--- src/logic/blit_colour_pkg.sv ---
// Purpose: Shared constants for the block-transfer colour and pattern bank
// Assumes: Register indices are byte-register numbers; byte address is 4x
// Notes: Field widths are the native component widths in 65K-colour depth
package blit_colour_pkg;

    // Register indices; the APB byte address is the index times four
    localparam logic [7:0] IDX_BG_GREEN = 8'h61;
    localparam logic [7:0] IDX_BG_BLUE = 8'h62;
    localparam logic [7:0] IDX_FG_RED = 8'h63;
    localparam logic [7:0] IDX_FG_GREEN = 8'h64;
    localparam logic [7:0] IDX_FG_BLUE = 8'h65;
    localparam logic [7:0] IDX_PATTERN = 8'h66;
    localparam logic [7:0] IDX_KEY_RED = 8'h67;
    localparam logic [7:0] IDX_KEY_GREEN = 8'h68;
    localparam logic [7:0] IDX_KEY_BLUE = 8'h69;
    localparam int ADDR_LSB = 2;

    // Component widths in 65K-colour depth
    localparam int RB_W = 5;
    localparam int G_W = 6;
    // Component widths used in 256-colour depth
    localparam int R256_W = 3;
    localparam int G256_W = 3;
    localparam int B256_W = 2;

    // Pattern register layout
    localparam int PAT_FMT_BIT = 7;
    localparam int PAT_SET_W = 4;
    localparam int PAT16_SET_W = 2;

    // Values after reset
    localparam logic [4:0] RST_BG_BLUE = 5'h00;
    localparam logic [5:0] RST_BG_GREEN = 6'h00;
    localparam logic [4:0] RST_FG_RED = 5'h1F;
    localparam logic [5:0] RST_FG_GREEN = 6'h3F;
    localparam logic [4:0] RST_FG_BLUE = 5'h1F;
    localparam logic RST_PAT_FMT = 1'b0;
    localparam logic [3:0] RST_PAT_SET = 4'h0;
    localparam logic [4:0] RST_KEY_RB = 5'h00;
    localparam logic [5:0] RST_KEY_GREEN = 6'h00;

endpackage : blit_colour_pkg

--- src/logic/blit_color_pattern_regs.sv ---
// Purpose: APB register bank for block-transfer colours, pattern and key
// Assumes: depth_65k and transparency_en come from elsewhere in the chip
// Notes: Every access phase takes two cycles; pready rises in the second
//
// Notes on behaviour
// - Background green is 6 bits; 256 colours use bits 2:0, 65K all.
// - Background blue is 5 bits; 256 colours use bits 1:0, 65K all.
// - Foreground red is 5 bits, resets to 1F, 256 colours use 2:0.
// - Foreground green is 6 bits, resets to 3F, 256 colours use 2:0.
// - Foreground blue is 5 bits, resets to 1F, 256 colours use 1:0.
// - Pattern format bit: clear is 8x8, set is 16x16; resets clear.
// - Pattern set number: four bits for 8x8, two low bits for 16x16.
// - Key red is 5 bits, resets to zero, 3 or 5 bits by depth.
// - Key green is 6 bits, resets to zero, 3 or 6 bits by depth.
// - Key blue is 5 bits, resets to zero, 2 or 5 bits by depth.
// - Transparency enable turns key colour comparison on; clear means none.
`timescale 1ns/100ps
`default_nettype none

module blit_color_pattern_regs #(
    parameter int ADDR_W = 12
) (
    // Clock and reset
    input wire logic pclk,
    input wire logic presetn,
    // APB slave
    input wire logic psel,
    input wire logic penable,
    input wire logic pwrite,
    input wire logic [ADDR_W-1:0] paddr,
    input wire logic [31:0] pwdata,
    input wire logic [3:0] pstrb,
    output logic [31:0] prdata,
    output logic pready,
    output logic pslverr,
    // Display configuration
    input wire logic depth_65k,
    input wire logic transparency_en,
    // Pixel under test for transparent keying
    input wire logic [4:0] pixel_red,
    input wire logic [5:0] pixel_green,
    input wire logic [4:0] pixel_blue,
    // Settings to the block-transfer engine
    output logic [5:0] bg_green_out,
    output logic [4:0] bg_blue_out,
    output logic [4:0] fg_red_out,
    output logic [5:0] fg_green_out,
    output logic [4:0] fg_blue_out,
    output logic pattern_16x16_out,
    output logic [3:0] pattern_set_out,
    output logic [4:0] key_red_out,
    output logic [5:0] key_green_out,
    output logic [4:0] key_blue_out,
    output logic key_hit
);

    // Stored fields at their native widths, so unused bits cannot exist
    logic [5:0] bg_green_ff, nxt_bg_green;
    logic [4:0] bg_blue_ff, nxt_bg_blue;
    logic [4:0] fg_red_ff, nxt_fg_red;
    logic [5:0] fg_green_ff, nxt_fg_green;
    logic [4:0] fg_blue_ff, nxt_fg_blue;
    logic pat_fmt_ff, nxt_pat_fmt;
    logic [3:0] pat_set_ff, nxt_pat_set;
    logic [4:0] key_red_ff, nxt_key_red;
    logic [5:0] key_green_ff, nxt_key_green;
    logic [4:0] key_blue_ff, nxt_key_blue;
    // Bus answer
    logic [31:0] prdata_ff, nxt_prdata;
    logic pready_ff, nxt_pready;
    logic pslverr_ff, nxt_pslverr;
    // Engine side outputs
    logic [5:0] bg_green_o_ff, nxt_bg_green_o;
    logic [4:0] bg_blue_o_ff, nxt_bg_blue_o;
    logic [4:0] fg_red_o_ff, nxt_fg_red_o;
    logic [5:0] fg_green_o_ff, nxt_fg_green_o;
    logic [4:0] fg_blue_o_ff, nxt_fg_blue_o;
    logic pat16_o_ff, nxt_pat16_o;
    logic [3:0] pat_set_o_ff, nxt_pat_set_o;
    logic [4:0] key_red_o_ff, nxt_key_red_o;
    logic [5:0] key_green_o_ff, nxt_key_green_o;
    logic [4:0] key_blue_o_ff, nxt_key_blue_o;
    logic key_hit_ff, nxt_key_hit;

    logic [ADDR_W-3:0] word_idx;
    logic addr_ok;
    logic [7:0] rd_val;
    logic wr_go;
    logic [7:0] wb;
    logic [4:0] px_r, px_b;
    logic [5:0] px_g;

    // Narrow a component to what the selected depth uses
    function automatic logic [5:0] depth_mask(input logic [5:0] v,
                                              input int keep,
                                              input logic full);
        logic [5:0] m;
        m = 6'h00;
        for (int i = 0; i < 6; i++) begin
            if (i < keep) begin
                m[i] = 1'b1;
            end
        end
        depth_mask = full ? v : (v & m);
    endfunction : depth_mask

    assign word_idx = paddr[ADDR_W-1:blit_colour_pkg::ADDR_LSB];
    assign wb = pwdata[7:0];
    // A write lands only on the edge that also completes the access
    assign wr_go = psel & penable & pready_ff & pwrite & addr_ok & pstrb[0];

    // Address decode and read mux; upper bits zero-extend
    always_comb begin
        addr_ok = 1'b1;
        rd_val = 8'h00;
        if (paddr[blit_colour_pkg::ADDR_LSB-1:0] != 2'b00) begin
            addr_ok = 1'b0;
        end else begin
            unique case (word_idx)
                (ADDR_W-2)'(blit_colour_pkg::IDX_BG_GREEN):
                    rd_val = {2'b00, bg_green_ff};
                (ADDR_W-2)'(blit_colour_pkg::IDX_BG_BLUE):
                    rd_val = {3'b000, bg_blue_ff};
                (ADDR_W-2)'(blit_colour_pkg::IDX_FG_RED):
                    rd_val = {3'b000, fg_red_ff};
                (ADDR_W-2)'(blit_colour_pkg::IDX_FG_GREEN):
                    rd_val = {2'b00, fg_green_ff};
                (ADDR_W-2)'(blit_colour_pkg::IDX_FG_BLUE):
                    rd_val = {3'b000, fg_blue_ff};
                (ADDR_W-2)'(blit_colour_pkg::IDX_PATTERN):
                    rd_val = {pat_fmt_ff, 3'b000, pat_set_ff};
                (ADDR_W-2)'(blit_colour_pkg::IDX_KEY_RED):
                    rd_val = {3'b000, key_red_ff};
                (ADDR_W-2)'(blit_colour_pkg::IDX_KEY_GREEN):
                    rd_val = {2'b00, key_green_ff};
                (ADDR_W-2)'(blit_colour_pkg::IDX_KEY_BLUE):
                    rd_val = {3'b000, key_blue_ff};
                default: addr_ok = 1'b0;
            endcase
        end
    end

    // Register file next state
    always_comb begin
        nxt_bg_green = bg_green_ff;
        nxt_bg_blue = bg_blue_ff;
        nxt_fg_red = fg_red_ff;
        nxt_fg_green = fg_green_ff;
        nxt_fg_blue = fg_blue_ff;
        nxt_pat_fmt = pat_fmt_ff;
        nxt_pat_set = pat_set_ff;
        nxt_key_red = key_red_ff;
        nxt_key_green = key_green_ff;
        nxt_key_blue = key_blue_ff;
        if (wr_go) begin
            unique case (word_idx)
                (ADDR_W-2)'(blit_colour_pkg::IDX_BG_GREEN):
                    nxt_bg_green = wb[5:0];
                (ADDR_W-2)'(blit_colour_pkg::IDX_BG_BLUE):
                    nxt_bg_blue = wb[4:0];
                (ADDR_W-2)'(blit_colour_pkg::IDX_FG_RED):
                    nxt_fg_red = wb[4:0];
                (ADDR_W-2)'(blit_colour_pkg::IDX_FG_GREEN):
                    nxt_fg_green = wb[5:0];
                (ADDR_W-2)'(blit_colour_pkg::IDX_FG_BLUE):
                    nxt_fg_blue = wb[4:0];
                (ADDR_W-2)'(blit_colour_pkg::IDX_PATTERN): begin
                    nxt_pat_fmt = wb[blit_colour_pkg::PAT_FMT_BIT];
                    nxt_pat_set = wb[3:0];
                end
                (ADDR_W-2)'(blit_colour_pkg::IDX_KEY_RED):
                    nxt_key_red = wb[4:0];
                (ADDR_W-2)'(blit_colour_pkg::IDX_KEY_GREEN):
                    nxt_key_green = wb[5:0];
                (ADDR_W-2)'(blit_colour_pkg::IDX_KEY_BLUE):
                    nxt_key_blue = wb[4:0];
                default: ;
            endcase
        end
    end

    // APB answer: one wait state keeps prdata registered without a
    // combinational path from paddr to the bus
    always_comb begin
        nxt_pready = psel & penable & ~pready_ff;
        nxt_pslverr = 1'b0;
        nxt_prdata = 32'h0000_0000;
        if (psel & penable & ~pready_ff) begin
            nxt_pslverr = ~addr_ok;
            if (~pwrite & addr_ok) begin
                nxt_prdata = {24'h00_0000, rd_val};
            end
        end
    end

    // Engine outputs; colour fields masked by colour depth, pattern set by format
    always_comb begin
        nxt_bg_green_o = depth_mask(bg_green_ff, blit_colour_pkg::G256_W,
                                    depth_65k);
        nxt_bg_blue_o = 5'(depth_mask({1'b0, bg_blue_ff},
                            blit_colour_pkg::B256_W, depth_65k));
        nxt_fg_red_o = 5'(depth_mask({1'b0, fg_red_ff},
                            blit_colour_pkg::R256_W, depth_65k));
        nxt_fg_green_o = depth_mask(fg_green_ff, blit_colour_pkg::G256_W,
                                    depth_65k);
        nxt_fg_blue_o = 5'(depth_mask({1'b0, fg_blue_ff},
                            blit_colour_pkg::B256_W, depth_65k));
        nxt_key_red_o = 5'(depth_mask({1'b0, key_red_ff},
                            blit_colour_pkg::R256_W, depth_65k));
        nxt_key_green_o = depth_mask(key_green_ff, blit_colour_pkg::G256_W,
                                     depth_65k);
        nxt_key_blue_o = 5'(depth_mask({1'b0, key_blue_ff},
                            blit_colour_pkg::B256_W, depth_65k));
        nxt_pat16_o = pat_fmt_ff;
        // 16x16 patterns are four times larger, so only four sets fit
        nxt_pat_set_o = pat_fmt_ff ? {2'b00, pat_set_ff[1:0]}
                                   : pat_set_ff;
        // Pixel is narrowed the same way so unused bits cannot spoil a match
        px_r = 5'(depth_mask({1'b0, pixel_red}, blit_colour_pkg::R256_W,
                             depth_65k));
        px_g = depth_mask(pixel_green, blit_colour_pkg::G256_W, depth_65k);
        px_b = 5'(depth_mask({1'b0, pixel_blue}, blit_colour_pkg::B256_W,
                             depth_65k));
        nxt_key_hit = transparency_en & (px_r == nxt_key_red_o)
                      & (px_g == nxt_key_green_o)
                      & (px_b == nxt_key_blue_o);
    end

    always_ff @(posedge pclk or negedge presetn) begin
        if (!presetn) begin
            bg_green_ff <= blit_colour_pkg::RST_BG_GREEN;
            bg_blue_ff <= blit_colour_pkg::RST_BG_BLUE;
            fg_red_ff <= blit_colour_pkg::RST_FG_RED;
            fg_green_ff <= blit_colour_pkg::RST_FG_GREEN;
            fg_blue_ff <= blit_colour_pkg::RST_FG_BLUE;
            pat_fmt_ff <= blit_colour_pkg::RST_PAT_FMT;
            pat_set_ff <= blit_colour_pkg::RST_PAT_SET;
            key_red_ff <= blit_colour_pkg::RST_KEY_RB;
            key_green_ff <= blit_colour_pkg::RST_KEY_GREEN;
            key_blue_ff <= blit_colour_pkg::RST_KEY_RB;
            prdata_ff <= 32'h0000_0000;
            pready_ff <= 1'b0;
            pslverr_ff <= 1'b0;
            bg_green_o_ff <= 6'h00;
            bg_blue_o_ff <= 5'h00;
            fg_red_o_ff <= 5'h00;
            fg_green_o_ff <= 6'h00;
            fg_blue_o_ff <= 5'h00;
            pat16_o_ff <= 1'b0;
            pat_set_o_ff <= 4'h0;
            key_red_o_ff <= 5'h00;
            key_green_o_ff <= 6'h00;
            key_blue_o_ff <= 5'h00;
            key_hit_ff <= 1'b0;
        end else begin
            bg_green_ff <= nxt_bg_green;
            bg_blue_ff <= nxt_bg_blue;
            fg_red_ff <= nxt_fg_red;
            fg_green_ff <= nxt_fg_green;
            fg_blue_ff <= nxt_fg_blue;
            pat_fmt_ff <= nxt_pat_fmt;
            pat_set_ff <= nxt_pat_set;
            key_red_ff <= nxt_key_red;
            key_green_ff <= nxt_key_green;
            key_blue_ff <= nxt_key_blue;
            prdata_ff <= nxt_prdata;
            pready_ff <= nxt_pready;
            pslverr_ff <= nxt_pslverr;
            bg_green_o_ff <= nxt_bg_green_o;
            bg_blue_o_ff <= nxt_bg_blue_o;
            fg_red_o_ff <= nxt_fg_red_o;
            fg_green_o_ff <= nxt_fg_green_o;
            fg_blue_o_ff <= nxt_fg_blue_o;
            pat16_o_ff <= nxt_pat16_o;
            pat_set_o_ff <= nxt_pat_set_o;
            key_red_o_ff <= nxt_key_red_o;
            key_green_o_ff <= nxt_key_green_o;
            key_blue_o_ff <= nxt_key_blue_o;
            key_hit_ff <= nxt_key_hit;
        end
    end

    assign prdata = prdata_ff;
    assign pready = pready_ff;
    assign pslverr = pslverr_ff;
    assign bg_green_out = bg_green_o_ff;
    assign bg_blue_out = bg_blue_o_ff;
    assign fg_red_out = fg_red_o_ff;
    assign fg_green_out = fg_green_o_ff;
    assign fg_blue_out = fg_blue_o_ff;
    assign pattern_16x16_out = pat16_o_ff;
    assign pattern_set_out = pat_set_o_ff;
    assign key_red_out = key_red_o_ff;
    assign key_green_out = key_green_o_ff;
    assign key_blue_out = key_blue_o_ff;
    assign key_hit = key_hit_ff;
endmodule : blit_color_pattern_regs

`default_nettype wire

--- config.mk ---
export PLATFORM = sky130hd
export DESIGN_NAME = blit_color_pattern_regs
export DESIGN_NICKNAME = d
export VERILOG_FILES = /design/src/logic/blit_colour_pkg.sv /design/src/logic/blit_color_pattern_regs.sv
export SDC_FILE = /design/constraint.sdc
export NUM_CORES = 1
export LEC_CHECK = 0
export BUFFER_PORTS_ARGS = -buffer_cell sky130_fd_sc_hd__buf_2
export CAP_MARGIN = 20
export CORE_ASPECT_RATIO = 0.5
export CORE_MARGIN = 2
export CORE_UTILIZATION = 50
export CTS_CLUSTER_SIZE = 10
export DETAILED_ROUTE_END_ITERATION = 10
export PLACE_DENSITY = 0.91
export REMOVE_ABC_BUFFERS = 1
export SLEW_MARGIN = 20
export SYNTH_ARGS = -nofsm -noshare
export SYNTH_HDL_FRONTEND = slang
export SYNTH_SLANG_ARGS = --single-unit
--- constraint.sdc ---
create_clock -name pclk -period 2.1 [get_ports pclk]
set_clock_uncertainty 0.2 [all_clocks]
set_input_delay 0.21 -clock pclk [delete_from_list [all_inputs] [get_ports pclk]]
set_output_delay 0.21 -clock pclk [all_outputs]
set_load 0.02 [all_outputs]
Yosys cells after proc, flatten, opt, wreduce, memory -nomap -nowiden
Index checks and enable logic that the tools add are counted.
{ "word_totals": {"reg_bits": 131, "in_bits": 71, "out_inout_bits": 83, "wordCells": 79} }
{ "op_classes": {"n_eq_ne": 12, "muxes": 19, "bitwise": 13, "n_reduce_logical": 11} }
{ "ops": {"columns": ["operator", "n"], "rows": [
  ["== test 10 x 7 -> 1 bit, second input constant", 9],
  ["one-hot mux 8 bit (9 select lines)", 1],
  ["two-way mux 5 bit", 7],
  ["two-way mux 6 bit", 4],
  ["two-way mux 8 bit", 3],
  ["AND reduction 2 bit", 9],
  ["AND 1 bit", 10],
  ["== test 5 bit", 2],
  ["OR reduction 9 bit", 1],
  ["== test 6 bit", 1],
  ["two-way mux 4 bit", 1],
  ["two-way mux 1 bit", 3],
  ["inverter 1 bit", 3],
  ["nonzero test 2 bit", 1]
]} }

Longest topological paths before layout
{ "depth": {"depth_word": 7, "ltp_mapped": 6, "depth_no_buf": 4} }

Worst setup path before layout
Ideal clock, no wire load.
{ "synth_timing": {"path_type": "input to register", "startpoint": "in paddr[5]", "endpoint": "reg fg_green_ff[0]", "setup_time_ps": 82, "t_arrival_ps": 1581, "required_ps": 1818, "setup_slack_ps": 237, "path_stages": 5, "path_buffers": 1, "cell_sequence": "or4b_4 -> nor3_4 -> and2_1 -> buf_4 -> mux2_2"} }
{ "synth_via": {"elab_chain_cells": 7, "word_cells_on_any_way": 15, "classes_between": "9 x eq/ne; 2 x mux; 2 x bitwise; 2 x reduce/logical"} }
{ "synth_lines": {"columns": ["item", "line", "rtl"], "rows": [
  ["start, declared", "blit_color_pattern_regs.sv:30", "input wire logic [ADDR_W-1:0] paddr,"],
  ["== test 10 x 7 -> 1 bit, on equally long branches", "blit_color_pattern_regs.sv:119, blit_color_pattern_regs.sv:156", null],
  ["OR reduction 9 bit (no source line)", null, null],
  ["two-way mux 1 bit", "blit_color_pattern_regs.sv:119", "unique case (word_idx)"],
  ["two-way mux 1 bit", "blit_color_pattern_regs.sv:116", "if (paddr[blit_colour_pkg::ADDR_LSB-1:0] != 2'b00) begin"],
  ["AND 1 bit (2 in series)", "blit_color_pattern_regs.sv:110", "assign wr_go = psel & penable & pready_ff & pwrite & addr_ok & pstrb[0];"],
  ["AND reduction 2 bit (no source line) (*)", null, null],
  ["end signal, assigned", "blit_color_pattern_regs.sv:234", "fg_green_ff <= blit_colour_pkg::RST_FG_GREEN;"],
  ["end signal, assigned", "blit_color_pattern_regs.sv:259", "fg_green_ff <= nxt_fg_green;"],
  ["end, declared", "blit_color_pattern_regs.sv:61", "logic [5:0] fg_green_ff, nxt_fg_green;"]
]} }
Every way passes the cells marked *; elsewhere a longest branch is shown, timed or not.
A chain may end at the register's enable or synchronous reset.

Worst setup path in the final report
{ "layout_timing": {"startpoint": "in penable", "endpoint": "reg key_green_ff[2]"} }
{ "layout_via": {"elab_chain_cells": 6} }
{ "layout_lines": {"columns": ["item", "line", "rtl"], "rows": [
  ["start, declared", "blit_color_pattern_regs.sv:28", "input wire logic penable,"],
  ["AND 1 bit (5 in series)", "blit_color_pattern_regs.sv:110", null],
  ["AND reduction 2 bit (no source line)", null, null],
  ["end signal, assigned", "blit_color_pattern_regs.sv:239", "key_green_ff <= blit_colour_pkg::RST_KEY_GREEN;"],
  ["end signal, assigned", "blit_color_pattern_regs.sv:264", "key_green_ff <= nxt_key_green;"],
  ["end, declared", "blit_color_pattern_regs.sv:66", "logic [5:0] key_green_ff, nxt_key_green;"]
]} }
Every way passes these cells.

==> flow_metrics.env <==
export IMPL_period_needed_ns=2.04
export IMPL_synth_top_area_share=0.502
export IMPL_place_gp_congestion=0.946
export IMPL_postSynthCellCount=348
export IMPL_yosys_area_top_type="dfrtp_1"
export IMPL_peakVddDrop_v=0.000403
export IMPL_vias_per_cell=5.66
export IMPL_slew_headroom=0.653
export IMPL_rsz0062_at_grt="false"
export IMPL_final_cell_mix="buf_2 (99), dfrtp_1 (90), mux2_2 (47), and2_1 (25), conb_1 (25)"
export IMPL_area_growth_pct=24.3
export IMPL_grt_pass1_wl_um=18000
export IMPL_slew_violations=0
export IMPL_crit_required_ns=2.14
export IMPL_cts_buffers=9
export IMPL_dieArea_sq_um=9790
export IMPL_placed_cells=572
export IMPL_syn_area_per_cell_sq_um=12.9
export IMPL_reg2regPathDepth=4
export IMPL_pre_cts_slack_ns=0.000924
export IMPL_synth_distinct_cells=49
export IMPL_post_cts_buffers=0
export IMPL_setup_viol=0
export IMPL_routed_via_count=3379
export IMPL_cts_sinks=106
export IMPL_synth_area_top_cells="dfrtp_1 (50%), mux2_2 (12%), dfstp_2 (9.4%), buf_4 (4.4%), and2_1 (3.5%)"
export IMPL_worst_pin_slew_ns=0.521
export IMPL_hold_path_class="in2reg"
export IMPL_antenna_found_initial=0
export IMPL_htree_levels=3
export IMPL_cts_root_buffer="clkbuf_16"
export IMPL_coreArea_sq_um=8710
export IMPL_drive_above_1_share=0.419
export IMPL_globalRouteTotalUtil=0.251
export IMPL_grt_pass1_vias=3374
export IMPL_wl_per_cell_um=19.8
export IMPL_drc_errors=0
export IMPL_end_kind="register"
export IMPL_dp_hpwl_um=7670
export IMPL_final_cells=597
export IMPL_rows=24
export IMPL_ant_nets=0
export IMPL_first_iter_violations=284
export IMPL_netlist_area_sq_um=4490
export IMPL_p_leak_nw=2.87
export IMPL_cts_buffer_depth=2
export IMPL_yosys_warnings=0
export IMPL_async_flop_share=1.00
export IMPL_timing_fmax_mhz=490
export IMPL_layout_commonest_cell="buf_2"
export IMPL_min_path_cells=4
export IMPL_drt_wl_total_um=11800
export IMPL_grt_max_degree=42
export IMPL_seq_area_frac_synth=0.596
export IMPL_clk_latency_ns=0.35
export IMPL_clkSlewWorstSetupHoldPaths_ns=0.07
export IMPL_grt_overflow_total=0
export IMPL_cellPowerDensity_nw_per_um2=717
export IMPL_cp_max_fo=6
export IMPL_finalPower_w=0.00400
export IMPL_worstPathArrival_ns=2.08
export IMPL_crit_type="in2reg"
export IMPL_die_h_um=71.0
export IMPL_pin_count=154
export IMPL_max_cap_violations=0
export IMPL_antenna_cells=0
export IMPL_initial_core_util=0.515
export IMPL_final_nets=546
export IMPL_dr_pass1_iters=8
export IMPL_cts_tree="done"
export IMPL_status="completed"
export IMPL_port_buffers=100
export IMPL_setup_ws_ns=0.0611
export IMPL_fin_crit_sh=0.971
export IMPL_synth_edff_count=0
export IMPL_die_w_um=138
export IMPL_startpoint_type="input pin"
export IMPL_final_hold_violation_count=0
export IMPL_synthFlopType="dfrtp_1"
export IMPL_ys_seq_elements=106
power by group:
group / total [W] / leakage (nW) / switching [W] / internal (W)
registers: 0.00205 / 1.42 / 0.00000161 / 0.00204
clock network: 0.00168 / 0.143 / 0.000726 / 0.000957
logic: 0.000266 / 1.30 / 0.000180 / 0.0000856
metrics by stage:
stage	TNS, ns	utilization	area, sq um	hold WS, ns
2_1_floorplan	-0.256	-	4340	-0.286
3_3_place_gp	0	0.594	5170	0.0120
3_5_place_dp	0	0.594	5170	0.0228
4_1_cts	0	0.638	5560	0.0101
5_1_grt	0	0.640	5580	0.0471
6_report	0	0.640	5580	0.0327
state kept, by name (all words and copies together) (netlist names), 4 cells and up:
| register | flops |
|---|---|
| fg_green_out | 6 |
| bg_green_ff | 6 |
| fg_red_out | 5 |
| key_red_ff | 5 |
| pattern_set_out | 4 |
| key_blue_ff | 5 |
| pat_set_ff | 4 |
| key_green_ff | 6 |
| bg_blue_out | 5 |
| fg_blue_out | 5 |
| key_red_out | 5 |
| key_blue_out | 5 |
| fg_green_ff | 6 |
| fg_blue_ff | 5 |
| bg_blue_ff | 5 |
| key_green_out | 6 |
| prdata | 7 |
| bg_green_out | 6 |
| fg_red_ff | 5 |
final timing paths:
path	start	to	slack, ns
max	penable	key_green_ff[2]$_DFFE_PN0P_	0.06
min	paddr[0]	pslverr$_DFF_PN0_	0.03
max reg2reg	key_red_ff[2]$_DFFE_PN0P_	key_hit$_DFF_PN0_	0.11
min reg2reg	fg_blue_ff[0]$_DFFE_PN1P_	fg_blue_out[0]$_DFF_PN0_	0.21
max in group asynchronous	presetn	fg_green_ff[5]$_DFFE_PN1P_	0.89
min in group asynchronous	presetn	bg_green_out[0]$_DFF_PN0_	0.17
synthesized netlist by cell type, drive strengths merged (6+ instances only):
| master | number |
|---|---|
| and2 | 25 |
| mux2i | 11 |
| mux2 | 48 |
| inv | 8 |
| nor3 | 14 |
| dfrtp | 90 |
| xnor2 | 10 |
| nor2 | 9 |
| nand2 | 12 |
| clkbuf | 6 |
| nand3 | 6 |
| dfstp | 16 |
| buf | 30 |
per-layer routing:
metal | GRT usage | routed length [um]
met4 | 0.122 | 555
met5 | 0 | 0
met2 | 0.402 | 5520
met1 | 0.300 | 4550
met3 | 0.0968 | 1190
area by class of cell:
cell class,count,area [sq um]
fillers,602,3130
flip-flops and latches,106,2670
multi-input cells,222,1660
repair buffers,128,773
clock buffers,12,246
well taps,117,146
clock inverters,4,51.3
inverters,8,30.0
critical path, stage by stage:
cell,delay [ns]
dlygate4sd3_1,0.52
buf_2,0.11
nand4_1,0.24
nor2_1,0.27
nand3_1,0.33
mux2_2,0.40
repair_timing:
| item | 4_1_cts | 5_1_grt |
|---|---|---|
| endpoints found under the setup margin | 0 | 1 |
| gates resized for setup | 0 | 3 |
| hold endpoints to repair | 45 | 0 |
| hold buffers | 9 | 0 |
cell families (layout without fill, tap and decap cells):
kind of cell / count (synthesis) / in the layout / synth area share
DFF: 106 / 106 / 0.596
other: 1 / 25 / 0.000836
xor gates and xnor gates: 13 / 13 / 0.0254
and+or+nand+nor: 94 / 94 / 0.123
AOI/OAI and AO/OA: 31 / 31 / 0.0511
buffers and inverters: 44 / 152 / 0.0591
muxes: 59 / 59 / 0.145
No activity file was read; power rests on OpenSTA's default activity.
